`src/logger_defs.svh`:
```
// Register indices, field positions, reset values and timing counts of the mission logic
`ifndef LOGGER_DEFS_SVH
`define LOGGER_DEFS_SVH
// ----------------------------------------
// Register indices (byte address = 4 * index)
// ----------------------------------------
`define IDX_RTC_SECONDS 12'h200
`define IDX_SAMPLE_RATE 12'h206
`define IDX_ALARM_LOW 12'h208
`define IDX_ALARM_HIGH 12'h209
`define IDX_SENSOR_CTRL 12'h210
`define IDX_CLOCK_CONTROL 12'h212
`define IDX_MISSION_SETUP 12'h213
`define IDX_ALARM_FLAGS 12'h214
`define IDX_GENERAL_STATE 12'h215
`define IDX_START_DELAY 12'h216
`define IDX_TIMESTAMP 12'h219
`define IDX_SAMPLE_COUNT 12'h220
`define IDX_FUNC_CMD 12'h230
// ----------------------------------------
// Field positions
// ----------------------------------------
`define CC_OSC_ENABLE 0
`define CC_SPEED_SELECT 1
`define MS_LOG_ENABLE 0
`define MS_LOG_FORMAT 2
`define MS_ALARM_START 5
`define SC_LOW_ENABLE 0
`define SC_HIGH_ENABLE 1
// ----------------------------------------
// Function command codes
// ----------------------------------------
`define CMD_START 8'hA1
`define CMD_STOP 8'hA2
`define CMD_CLEAR 8'hA3
`define CMD_FORCE 8'hA4
// ----------------------------------------
// Reset values and constants
// ----------------------------------------
`define LOG_BASE 17'h01000
`define RATE_RESET 16'h0001
`define SEC_PER_MIN 60
`define SEC_PERIOD_S 1
`define CLK_FREQ_HZ 25000000
`endif

```
`src/logger_pkg.sv`:
```
// Types shared by the mission control logic and its timebase
`default_nettype none
package logger_pkg;

	typedef enum logic [3:0] {
		PH_IDLE = 4'b0001,
		PH_DELAY = 4'b0010,
		PH_WAIT = 4'b0100,
		PH_LOG = 4'b1000
	} phase_t;

	typedef struct packed {
		logic [31:0] rtcSec;
		logic [31:0] subSec;
		logic [5:0] minDiv;
		logic [15:0] rateCnt;
		logic secTick;
		logic minTick;
		logic sampleDue;
	} tb_state_t;

endpackage
`default_nettype wire

```
`src/mission_tick_if.sv`:
```
// Timebase signals between the mission control logic and its clock divider
`default_nettype none
interface mission_tick_if;
	logic oscEnable;
	logic speedSelect;
	logic sampleArm;
	logic [15:0] sampleRate;
	logic minTick;
	logic sampleDue;
	logic [31:0] rtcSeconds;

	modport timebase (
		input oscEnable, speedSelect, sampleArm, sampleRate,
		output minTick, sampleDue, rtcSeconds
	);
	modport control (
		output oscEnable, speedSelect, sampleArm, sampleRate,
		input minTick, sampleDue, rtcSeconds
	);
endinterface
`default_nettype wire

```
`src/logger_mission_control_regs.sv`:
```
// Mission setup and status registers of the temperature logger, AHB-Lite slave
// Functional notes
// - speed bit: 0 counts minutes, 1 seconds
// - oscillator enable starts, clear stops clock
// - start command forces oscillator enable on
// - alarm-start mode logs only after an alarm
// - triggering sample logged, sample count unchanged
// - format bit selects 8 or 16-bit storage
// - 16-bit: high byte at lower address
// - logging enable arms; data from 1000h
// - alarm flags read-only, fixed bits 111/00
// - clear-memory command clears all alarm flags when no mission runs
// - battery reset flag set at reset, fail
// - high flag on reading >= high threshold
// - low flag on reading <= low threshold
// - forced conversion also updates alarm flags
// - triggering alarm also sets its flag
// - disabled alarm never sets a flag
// - status bits 0,2,5 show backup copy
// - start delay is 24-bit minute count
// - delay expires before alarm testing begins
// - delay register read-only during mission
// - timestamp read-only, captures clock at start
// - search match output when alarm recorded
// - start refused unless memory was cleared
// - running bit set during mission only
// - waiting bit cleared by alarm, not clear
// - setup bits 7 and 6 read as 1
`include "logger_defs.svh"
`default_nettype none
module logger_mission_control_regs
	import logger_pkg::*;
#(
	parameter int SEC_CYCLES = `CLK_FREQ_HZ * `SEC_PERIOD_S
) (
	// Clock and reset
	input wire logic clk_sys,
	input wire logic rst,
	// AHB-Lite slave
	input wire logic hsel,
	input wire logic [31:0] haddr,
	input wire logic [1:0] htrans,
	input wire logic hwrite,
	input wire logic [2:0] hsize,
	input wire logic [31:0] hwdata,
	input wire logic hready,
	output logic [31:0] hrdata,
	output logic hreadyout,
	output logic hresp,
	// Temperature converter
	input wire logic convDone,
	input wire logic [15:0] convValue,
	output logic convRequest,
	output logic convWide,
	// Data-log memory write port
	output logic logWrite,
	output logic [16:0] logAddr,
	output logic [7:0] logData,
	// Pins and status
	input wire logic batteryFail,
	input wire logic pagesBackup,
	output logic searchMatch,
	output logic oscRunning
);

	typedef struct packed {
		phase_t phase;
		logic oscEnable;
		logic speedSelect;
		logic alarmStart;
		logic logFormat;
		logic logEnable;
		logic highEnable;
		logic lowEnable;
		logic [7:0] alarmLow;
		logic [7:0] alarmHigh;
		logic [15:0] sampleRate;
		logic [23:0] startDelay;
		logic [23:0] delayLeft;
		logic [31:0] timestamp;
		logic [23:0] sampleCount;
		logic batteryFlag;
		logic highFlag;
		logic lowFlag;
		logic memCleared;
		logic missionRun;
		logic waitAlarm;
		logic forcePending;
		logic [16:0] logPtr;
		logic lsbPending;
		logic [7:0] lsbByte;
		logic logWrite;
		logic [16:0] logAddr;
		logic [7:0] logData;
		logic convRequest;
		logic convWide;
		logic searchMatch;
		logic dpWrite;
		logic [11:0] dpIdx;
		logic [31:0] rdata;
		logic [1:0] battSync;
		logic [1:0] backupSync;
	} ctl_state_t;

	ctl_state_t s_r;
	ctl_state_t s_nxt;

	mission_tick_if tk ();

	mission_timebase #(
		.SEC_CYCLES(SEC_CYCLES)
	) u_timebase (
		.clk_sys(clk_sys),
		.rst(rst),
		.tk(tk)
	);

	// ----------------------------------------
	// Register read decode
	// ----------------------------------------
	function automatic logic [31:0] readReg(input ctl_state_t s, input logic [11:0] idx,
		input logic [31:0] rtc);
		logic bk;
		bk = s.backupSync[1];
		case (idx)
			`IDX_RTC_SECONDS: readReg = rtc;
			`IDX_SAMPLE_RATE: readReg = {16'h0000, s.sampleRate};
			`IDX_ALARM_LOW: readReg = {24'h000000, s.alarmLow};
			`IDX_ALARM_HIGH: readReg = {24'h000000, s.alarmHigh};
			`IDX_SENSOR_CTRL: readReg = {30'h00000000, s.highEnable, s.lowEnable};
			`IDX_CLOCK_CONTROL: readReg = {30'h00000000, s.speedSelect, s.oscEnable};
			`IDX_MISSION_SETUP: readReg = {24'h000000, 2'b11, s.alarmStart, 1'b1, 1'b0,
				s.logFormat, 1'b0, s.logEnable};
			`IDX_ALARM_FLAGS: readReg = {24'h000000, s.batteryFlag, 3'b111, 2'b00,
				s.highFlag, s.lowFlag};
			`IDX_GENERAL_STATE: readReg = {24'h000000, 2'b11, bk, s.waitAlarm,
				s.memCleared, bk, s.missionRun, bk};
			`IDX_START_DELAY: readReg = {8'h00, s.startDelay};
			`IDX_TIMESTAMP: readReg = s.timestamp;
			`IDX_SAMPLE_COUNT: readReg = {8'h00, s.sampleCount};
			default: readReg = 32'h00000000;
		endcase
	endfunction

	// ----------------------------------------
	// Next-state logic
	// ----------------------------------------
	logic accept;
	logic wrEn;
	logic [7:0] cmd;
	logic [7:0] reading;
	logic forced;
	logic highHit;
	logic lowHit;
	logic testing;

	always_comb begin
		s_nxt = s_r;
		accept = 1'b0;
		wrEn = 1'b0;
		cmd = 8'h00;
		reading = convValue[15:8];
		forced = 1'b0;
		highHit = 1'b0;
		lowHit = 1'b0;
		testing = 1'b0;

		s_nxt.logWrite = 1'b0;
		s_nxt.convRequest = 1'b0;
		s_nxt.battSync = {s_r.battSync[0], batteryFail};
		s_nxt.backupSync = {s_r.backupSync[0], pagesBackup};

		// Bus address phase: capture write target, prepare read data
		accept = hsel && hready && htrans[1] && (hsize == 3'b010);
		s_nxt.dpWrite = accept && hwrite;
		s_nxt.dpIdx = haddr[13:2];
		if (accept && !hwrite) begin
			s_nxt.rdata = readReg(s_r, haddr[13:2], tk.rtcSeconds);
		end

		// Bus data phase: register writes, locked while a mission runs
		wrEn = s_r.dpWrite && !s_r.missionRun;
		if (wrEn) begin
			case (s_r.dpIdx)
				`IDX_SAMPLE_RATE: s_nxt.sampleRate = hwdata[15:0];
				`IDX_ALARM_LOW: s_nxt.alarmLow = hwdata[7:0];
				`IDX_ALARM_HIGH: s_nxt.alarmHigh = hwdata[7:0];
				`IDX_SENSOR_CTRL: begin
					s_nxt.highEnable = hwdata[`SC_HIGH_ENABLE];
					s_nxt.lowEnable = hwdata[`SC_LOW_ENABLE];
				end
				`IDX_CLOCK_CONTROL: begin
					s_nxt.oscEnable = hwdata[`CC_OSC_ENABLE];
					s_nxt.speedSelect = hwdata[`CC_SPEED_SELECT];
				end
				`IDX_MISSION_SETUP: begin
					s_nxt.alarmStart = hwdata[`MS_ALARM_START];
					s_nxt.logFormat = hwdata[`MS_LOG_FORMAT];
					s_nxt.logEnable = hwdata[`MS_LOG_ENABLE];
				end
				`IDX_START_DELAY: s_nxt.startDelay = hwdata[23:0];
				default: s_nxt.startDelay = s_nxt.startDelay;
			endcase
		end
		if (s_r.dpWrite && s_r.dpIdx == `IDX_FUNC_CMD) begin
			cmd = hwdata[7:0];
		end

		// Clear memory comes first so that any alarm in the same cycle wins
		if (cmd == `CMD_CLEAR && !s_r.missionRun) begin
			s_nxt.batteryFlag = 1'b0;
			s_nxt.highFlag = 1'b0;
			s_nxt.lowFlag = 1'b0;
			s_nxt.sampleCount = 24'h000000;
			s_nxt.timestamp = 32'h00000000;
			s_nxt.memCleared = 1'b1;
		end

		// Mission start and forced conversion
		if (cmd == `CMD_START && !s_r.missionRun && s_r.memCleared) begin
			s_nxt.missionRun = 1'b1;
			s_nxt.oscEnable = 1'b1;
			s_nxt.timestamp = tk.rtcSeconds;
			s_nxt.memCleared = 1'b0;
			s_nxt.logPtr = 17'h00000;
			s_nxt.delayLeft = s_r.startDelay;
			s_nxt.waitAlarm = s_r.alarmStart;
			s_nxt.phase = PH_DELAY;
		end
		if (cmd == `CMD_FORCE && !s_r.forcePending) begin
			s_nxt.forcePending = 1'b1;
			s_nxt.convRequest = 1'b1;
			s_nxt.convWide = 1'b1;
		end

		// Mission sequencing
		case (s_r.phase)
			PH_IDLE: begin
				s_nxt.phase = s_nxt.phase;
			end
			PH_DELAY: begin
				if (s_r.missionRun) begin
					if (s_r.delayLeft == 24'h000000) begin
						s_nxt.phase = s_r.alarmStart ? PH_WAIT : PH_LOG;
						s_nxt.convRequest = 1'b1;
						s_nxt.convWide = s_r.logFormat && !s_r.alarmStart;
					end else if (tk.minTick) begin
						s_nxt.delayLeft = s_r.delayLeft - 24'h000001;
					end
				end
			end
			PH_WAIT, PH_LOG: begin
				if (tk.sampleDue) begin
					s_nxt.convRequest = 1'b1;
					s_nxt.convWide = (s_r.phase == PH_LOG) && s_r.logFormat;
				end
			end
			default: s_nxt.phase = PH_IDLE;
		endcase

		// Conversion results: alarm tests and logging
		if (convDone) begin
			forced = s_r.forcePending;
			s_nxt.forcePending = 1'b0;
			testing = forced || (s_r.missionRun &&
				(s_r.phase == PH_WAIT || s_r.phase == PH_LOG));
			highHit = s_r.highEnable && (reading >= s_r.alarmHigh);
			lowHit = s_r.lowEnable && (reading <= s_r.alarmLow);
			if (testing) begin
				if (highHit) begin
					s_nxt.highFlag = 1'b1;
				end
				if (lowHit) begin
					s_nxt.lowFlag = 1'b1;
				end
			end
			if (!forced && s_r.missionRun) begin
				if (s_r.phase == PH_WAIT && (highHit || lowHit)) begin
					s_nxt.waitAlarm = 1'b0;
					s_nxt.phase = PH_LOG;
					s_nxt.logWrite = s_r.logEnable;
					s_nxt.logAddr = `LOG_BASE + s_r.logPtr;
					s_nxt.logData = reading;
					s_nxt.logPtr = s_r.logPtr + 17'h00001;
				end else if (s_r.phase == PH_LOG) begin
					s_nxt.sampleCount = s_r.sampleCount + 24'h000001;
					s_nxt.logWrite = s_r.logEnable;
					s_nxt.logAddr = `LOG_BASE + s_r.logPtr;
					s_nxt.logData = reading;
					if (s_r.logFormat) begin
						s_nxt.lsbPending = s_r.logEnable;
						s_nxt.lsbByte = convValue[7:0];
						s_nxt.logPtr = s_r.logPtr + 17'h00002;
					end else begin
						s_nxt.logPtr = s_r.logPtr + 17'h00001;
					end
				end
			end
		end else if (s_r.lsbPending) begin
			// Second byte of a wide reading goes to the next higher address
			s_nxt.lsbPending = 1'b0;
			s_nxt.logWrite = 1'b1;
			s_nxt.logAddr = s_r.logAddr + 17'h00001;
			s_nxt.logData = s_r.lsbByte;
		end

		// Stop is applied last so that no sequencing step can revive the phase
		if (cmd == `CMD_STOP && s_r.missionRun) begin
			s_nxt.missionRun = 1'b0;
			s_nxt.phase = PH_IDLE;
		end

		if (s_r.battSync[1]) begin
			s_nxt.batteryFlag = 1'b1;
		end
		s_nxt.searchMatch = s_nxt.batteryFlag || s_nxt.highFlag || s_nxt.lowFlag;
	end

	// ----------------------------------------
	// State register
	// ----------------------------------------
	always_ff @(posedge clk_sys) begin
		if (rst) begin
			s_r <= '0;
			s_r.phase <= PH_IDLE;
			s_r.sampleRate <= `RATE_RESET;
			s_r.batteryFlag <= 1'b1;
			s_r.searchMatch <= 1'b1;
		end else begin
			s_r <= s_nxt;
		end
	end

	// ----------------------------------------
	// Outputs
	// ----------------------------------------
	assign tk.oscEnable = s_r.oscEnable;
	assign tk.speedSelect = s_r.speedSelect;
	assign tk.sampleRate = s_r.sampleRate;
	assign tk.sampleArm = s_r.missionRun && (s_r.phase == PH_WAIT || s_r.phase == PH_LOG);

	assign hrdata = s_r.rdata;
	assign hreadyout = 1'b1;
	assign hresp = 1'b0;
	assign convRequest = s_r.convRequest;
	assign convWide = s_r.convWide;
	assign logWrite = s_r.logWrite;
	assign logAddr = s_r.logAddr;
	assign logData = s_r.logData;
	assign searchMatch = s_r.searchMatch;
	assign oscRunning = s_r.oscEnable;

endmodule // logger_mission_control_regs
`default_nettype wire

```
`src/mission_timebase.sv`:
```
// Real-time clock seconds, minute divider and sample rate counter
`include "logger_defs.svh"
`default_nettype none
module mission_timebase
	import logger_pkg::*;
#(
	parameter int SEC_CYCLES = `CLK_FREQ_HZ * `SEC_PERIOD_S
) (
	// Clock and reset
	input wire logic clk_sys,
	input wire logic rst,
	// Timebase link
	mission_tick_if.timebase tk
);

	tb_state_t s_r;
	tb_state_t s_nxt;
	logic unitTick;

	always_comb begin
		s_nxt = s_r;
		unitTick = 1'b0;
		s_nxt.secTick = 1'b0;
		s_nxt.minTick = 1'b0;
		s_nxt.sampleDue = 1'b0;
		// Nothing advances while the oscillator is stopped
		if (tk.oscEnable) begin
			if (s_r.subSec == 32'(SEC_CYCLES - 1)) begin
				s_nxt.subSec = 32'h0;
				s_nxt.secTick = 1'b1;
				s_nxt.rtcSec = s_r.rtcSec + 32'h1;
				if (s_r.minDiv == 6'(`SEC_PER_MIN - 1)) begin
					s_nxt.minDiv = 6'h0;
					s_nxt.minTick = 1'b1;
				end else begin
					s_nxt.minDiv = s_r.minDiv + 6'h1;
				end
			end else begin
				s_nxt.subSec = s_r.subSec + 32'h1;
			end
		end
		unitTick = tk.speedSelect ? s_nxt.secTick : s_nxt.minTick;
		if (!tk.sampleArm) begin
			s_nxt.rateCnt = 16'h0;
		end else if (unitTick) begin
			if (s_r.rateCnt + 16'h1 >= tk.sampleRate) begin
				s_nxt.rateCnt = 16'h0;
				s_nxt.sampleDue = 1'b1;
			end else begin
				s_nxt.rateCnt = s_r.rateCnt + 16'h1;
			end
		end
	end

	always_ff @(posedge clk_sys) begin
		if (rst) begin
			s_r <= '0;
		end else begin
			s_r <= s_nxt;
		end
	end

	assign tk.minTick = s_r.minTick;
	assign tk.sampleDue = s_r.sampleDue;
	assign tk.rtcSeconds = s_r.rtcSec;

endmodule // mission_timebase
`default_nettype wire

```
`config.mk`:
```
export PLATFORM = sky130hd
export DESIGN_NAME = logger_mission_control_regs
export DESIGN_NICKNAME = d
export VERILOG_FILES = /design/src/logger_pkg.sv /design/src/mission_tick_if.sv /design/src/logger_mission_control_regs.sv /design/src/mission_timebase.sv
export VERILOG_INCLUDE_DIRS = /design/src
export SDC_FILE = /design/constraint.sdc
export NUM_CORES = 1
export LEC_CHECK = 0
export ABC_CLOCK_PERIOD_IN_PS = 7300
export BUFFER_PORTS_ARGS = -buffer_cell sky130_fd_sc_hd__buf_2
export CAP_MARGIN = 20
export CORE_MARGIN = 10
export CORE_UTILIZATION = 25
export CTS_CLUSTER_DIAMETER = 40
export DETAILED_ROUTE_END_ITERATION = 16
export SKIP_LAST_GASP = 1
export SLEW_MARGIN = 20
export SYNTH_ARGS = -nofsm -noshare
export SYNTH_HDL_FRONTEND = slang
export SYNTH_SLANG_ARGS = --single-unit
```
`constraint.sdc`:
```
create_clock -name clk_sys -period 7.3 [get_ports clk_sys]
set_input_delay 1.095 -clock clk_sys [delete_from_list [all_inputs] [get_ports clk_sys]]
set_output_delay 1.095 -clock clk_sys [all_outputs]
set_load 0.05 [all_outputs]
```
### Word-level counts from Yosys, hierarchy flattened

Index checks and enable logic that the tools add are counted.

* register bits: 346
* word-level logic and storage cells: 206

* $add $sub $neg: 10
* magnitude comparators: 3
* equality and inequality tests: 33
* mux-type cells: 61
* bitwise operators: 4
* reduce and logical (&&, ||, !) cells: 53

Operator list (number)
* one-hot mux 32 bit (12 select lines): 1
* == test 12 x 10 -> 1 bit (second input constant): 20
* 2-to-1 mux 24 bit: 9
* 2-to-1 mux 52 bit: 2
* 2-to-1 mux 26 bit: 3
* adder 32 x 1 -> 32 bit (second input constant): 2
* 2-to-1 mux 63 bit: 1
* 2-to-1 mux 60 bit: 1
* 2-to-1 mux 56 bit: 1
* 2-to-1 mux 17 bit: 3
* adder 17 x 1 -> 17 bit (second input constant): 2
* == test 32 x 25 -> 1 bit (second input constant): 1
* == test 8 bit (second input constant): 4
* 2-to-1 mux 16 bit: 2
* 2-to-1 mux 32 bit: 1
* adder 24 x 1 -> 24 bit (second input constant): 1
* logical NOT 24 bit: 1
* 2-to-1 mux 4 bit: 6
* 2-to-1 mux 8 bit: 3
* subtractor 24 x 1 -> 24 bit (second input constant): 1
* 2-to-1 mux 2 bit: 10
* logical AND 1 bit: 19
* 2-to-1 mux 19 bit: 1
* 2-to-1 mux 9 bit: 2
* other kinds (31): 67

### Depth between registers and ports, before layout

* depth after elaboration: 13
* mapped depth: 16
* depth with buffers taken out: 14

### Hierarchy

Synthesis repeated with hierarchy kept, for this count alone.

* cell total of the unflattened synthesis: 2194
* area, all modules: 17823.3 um^2

Modules (own cells, without submodules)
* logger_mission_control_regs: times used 1, cells an instance 1590, area each 12942.4 um^2, sequential area each 5165.0 um^2
* mission_timebase: times used 1, cells an instance 604, area each 4880.9 um^2, sequential area each 1761.7 um^2

### Least setup slack after synthesis

Ideal clock, no wire load.

* path type: input to register
* from: input convValue[8]
* to: register s_r, in the netlist logAddr[12]
* library setup time: 0.070 ns
* data arrival time: 3.400 ns
* path slack: 3.830 ns
* stages: 12
* cell sequence: inv_1 -> ha_1 -> nand2b_1 -> a2111oi_0 -> o21ai_0 -> a41o_1 -> o311a_1 -> clkbuf_1 -> nor2_2 -> buf_2 -> o21ai_0 -> a21oi_1

* cells in the longest elaborated chain, start to end: 7

Ends and longest elaborated chain
* start: declaration: line logger_mission_control_regs.sv:52 `input wire logic [15:0] convValue,`
* greater-or-equal comparator 8 bit / less-or-equal comparator 8 bit (equally long branches): line logger_mission_control_regs.sv:267, logger_mission_control_regs.sv:268
* logical AND 1 bit (on tied branches): line logger_mission_control_regs.sv:267, logger_mission_control_regs.sv:268
* logical OR 1 bit (*): line logger_mission_control_regs.sv:278 `if (s_r.phase == PH_WAIT && (highHit || lowHit)) begin`
* logical AND 1 bit (*): line logger_mission_control_regs.sv:278
* 2-to-1 mux 26 bit: line logger_mission_control_regs.sv:278
* 2-to-1 mux 52 bit: line logger_mission_control_regs.sv:277 `if (!forced && s_r.missionRun) begin`
* 2-to-1 mux 26 bit: line logger_mission_control_regs.sv:262 `if (convDone) begin`
* end signal: assignment: line logger_mission_control_regs.sv:330 `s_r <= s_nxt;`
* end: declaration: line logger_mission_control_regs.sv:105 `ctl_state_t s_r;`

Mark *: on every way between the ends. The rest lies on a longest branch, timed or not. The select of a mux whose other input is x is not followed.
A chain may end at the register's enable or synchronous reset.

### Worst setup path in the final report

* from: register u_timebase.s_r[5] (netlist bit)
* to: register u_timebase.s_r[14] (netlist bit)

* cells in the longest elaborated chain, start to end: 3

Ends and longest elaborated chain
* start: declaration: line mission_timebase.sv:16 `tb_state_t s_r;`
* start signal: assignment: line mission_timebase.sv:59 `s_r <= s_nxt;`
* adder 16 x 1 -> 16 bit (*): line mission_timebase.sv:46, mission_timebase.sv:50
* greater-or-equal comparator 16 bit: line mission_timebase.sv:46 `if (s_r.rateCnt + 16'h1 >= tk.sampleRate) begin`
* 2-to-1 mux 16 bit (*): line mission_timebase.sv:46

Mark *: on every way between the ends. The rest lies on a longest branch, timed or not.

==> flow_summary_export.csv <==
group,metric,value,unit
status,status,"completed",
final_layout,layout_commonest_cell,"dfxtp_1",
grt,grt_usage,13.1,%
floorplan,die_w,284,um
critical_path,cp.buffers_inverters,0,
critical_path,path_class,"flop to flop",
job,drv_cap,0,
timing,max_freq,232,MHz
grt,grt_pass1_vias,14988,
critical_path,reg2reg_setup_slack,2.99,ns
timing,fin_ws,2.99,ns
critical_path,cpPeakStageDelay,0.78,ns
cts,cts-resized-gates,0,
critical_path,worstPathCellList,"nand3_1 -> nor4_1 -> and3_1 -> xor2_1 -> ha_1 -> a21o_1 -> a21o_1 -> a21oi_1 -> o21ai_0 -> a21o_1 -> nor2_1 -> nand3_1 -> a21oi_1",
place,place_ws,2.81,ns
final_layout,mostFrequentLayoutCells,"dfxtp_1, nor2_1, nand2_1",
detailed_routing,dr.pass1.iters,11,
grt,grt-ovfl-total,0,
critical_path,path_max_fanout,18,
floorplan,die_h,284,um
detailed_routing,drt_iter0_markers,1139,
final_layout,areaGrowthSynthToFinish,16.6,%
yosys,synth_simple_gate_area_share,25.4,%
timing,setup-tns-final,0,ns
place,dp_hpwl,39100,um
critical_path,critPathLaunch,"u_timebase.s_r[5]",
cts,clock-sinks,346,
yosys,synth_top_area_share,39.7,%
critical_path,r2r-end,"u_timebase.s_r[14]",
yosys,async_reset_ff_share,0,%
yosys,yosysTopAreaCell,"dfxtp_1",
grt,grt_first_pass_wirelength,86400,um
place,portBuffers,125,
yosys,synth_fa_ha_area_share,3.08,%
floorplan,die-area,80800,sq um
timing,grt_setup_unrepaired,"no",
floorplan,start_util,25.3,%
critical_path,start_kind,"flop",
yosys,synth_top_family_by_area,"simple AND/OR/NAND/NOR gates",
cts,cts-htree-levels,2,
cts,cts_buffers,52,
timing,setup_viol,0,
place,gp_congestion,0.877,
detailed_routing,vias,16004,
cts,clock_latency,0.60,ns
yosys,synth-compound-area-share,18.3,%
detailed_routing,vias_per_cell,5.00,
cts,cts_setup_buffers,0,
yosys,synth-xor-area-share,4.16,%
final_layout,finish.net_count,2360,
critical_path,cp-end-kind,"flop",
timing,finClkSkew,0.0309,ns
detailed_routing,drt_wl_total,55400,um
critical_path,reg2regPathDepth,13,
cts,cts_root_buffer,"clkbuf_16",
critical_path,cp_data_required_time,7.79,ns
yosys,muxShareOfSynthArea,2.72,%
floorplan,io_pins,157,
floorplan,core,68900,sq um
yosys,syn_inst,2206,
detailed_routing,post_drt_wl_per_cell,17.3,um
yosys,synth_warnings,0,
grt,grt_max_degree,74,
pwr,cellPowerDensity,224,nW/um^2
grt,grt_antenna_before_repair,10,
floorplan,rows,96,
yosys,yosysUniqueCellTypes,76,
detailed_routing,drc_errors,0,
yosys,synth_edf_count,0,
cts,cts_tree,"done",
yosys,synth-seq-cells,346,
final_layout,drive_gt1_share,11.7,%
timing,hold_viol_final,0,
yosys,syn_avg_cell_area,7.92,sq um
critical_path,endpoint,"u_timebase.s_r[14]",
yosys,syn-num-nets,2342,
critical_path,r2r_start,"u_timebase.s_r[5]",
cts,cts_hold_buffers,0,
yosys,ys.flop_type,"dfxtp_1",
timing,maxSlewViolCount,0,
cts,clk_pin_slew,0.06,ns
detailed_routing,ant_nets,0,
critical_path,path_depth,13,
critical_path,cp_data_arrival_time,4.80,ns
pwr,power_leakage,0.00749,uW
yosys,netlist_area,17500,sq um
timing,timing.final.crit_share,59.1,%
worst_hold_path,holdCritPathClass,"flop to flop",
critical_path,crit_family,"simple AND/OR/NAND/NOR gates",
pwr,peakVddDrop,155,uV
timing,min_period,4.31,ns
critical_path,cp_common_cell,"a21o_1",
critical_path,slowest_stage,"nor4_1",
cts,clock_path_buffers,3,
yosys,yosys-top-cells-area,"dfxtp_1, nor2_1, a21oi_1, nand2_1, o21ai_0",
yosys,yosysSeqAreaShare,39.7,%
timing,relSlewSlack,25.3,%
timing,worst_slew_pin_slew,1.12,ns
-- stage by stage --
stage / std cells / power (uW) / instance area (sq um) / hold WS, ns / util (%)
CTS: 3197 / 4620 / 20400 / 0.426 / 29.5
global placement: 3101 / 2030 / 18600 / 0.420 / 26.9
global route: 3198 / 4700 / 20400 / 0.440 / 29.5
detailed placement: 3101 / 2030 / 18600 / 0.420 / 26.9
finish: 3198 / 4570 / 20400 / 0.423 / 29.5
floorplan: 2206 / 1990 / 17500 / 0.402 / -
-- cell type report --
type                    count  area, sq um
fillers                  7464        48600
multi-input cells        1617         9440
flip-flops and latches    346         6930
clock buffers              64         1420
well taps                 931         1160
repair buffers            150          822
clock inverters            32          387
inverters                  57          214
diodes                      1         2.50
-- flip-flops by register name, indices dropped and copies added (netlist names) --
name                      flops
convRequest                   1
convWide                      1
hrdata                       32
logAddr                      17
logData                       8
logWrite                      1
oscRunning                    1
s_nxt                         2
s_r                         177
searchMatch                   1
tk.sampleRate                16
tk.speedSelect                1
u_timebase.s_r               54
u_timebase.tk.minTick         1
u_timebase.tk.rtcSeconds     32
u_timebase.tk.sampleDue       1
-- synth_stat cells (44+ instances only) --
master    instances
dfxtp_1         346
nor2_1          267
nand2_1         238
a21oi_1         179
o21ai_0         128
nand3_1         123
clkbuf_1        109
buf_4            59
a22oi_1          58
inv_1            57
xor2_1           57
nor3_1           50
mux2i_1          44
-- layer usage --
metal	vias to the layer above	wire, um	track usage, %
li1	7857	-	-
met1	7596	24300	16.5
met2	425	26300	22.1
met3	110	3230	2.63
met4	16	1470	4.18
met5	-	100	0
-- where the power goes --
group	switching, uW	internal, uW
logic	69.3	28.8
clock network	1010	1560
registers	2.49	1890
total	1090	3480
-- logic make-up (layout without fill, tap and decap cells) --
group / after synthesis / after routing
other: 2 / 3
and+or+nand+nor: 923 / 923
muxes: 47 / 47
xor gates and xnor gates: 83 / 83
AOI/OAI and AO/OA: 519 / 519
adders and majority gates: 43 / 43
DFF: 346 / 346
buffers and inverters: 243 / 303
-- worst min path at each step --
stage | start | to | slack (ns) | depth (start not counted)
global placement | s_nxt[1] | s_r[1] | 0.42 | 1
floorplan | s_r[3] | s_r[110] | 0.40 | 1
global route | s_nxt[1] | s_r[1] | 0.44 | 1
finish | s_nxt[1] | s_r[1] | 0.42 | 1
detailed placement | s_nxt[3] | s_r[3] | 0.42 | 1
CTS | s_nxt[1] | s_r[1] | 0.43 | 1
No activity file was read; power rests on OpenSTA's default activity.
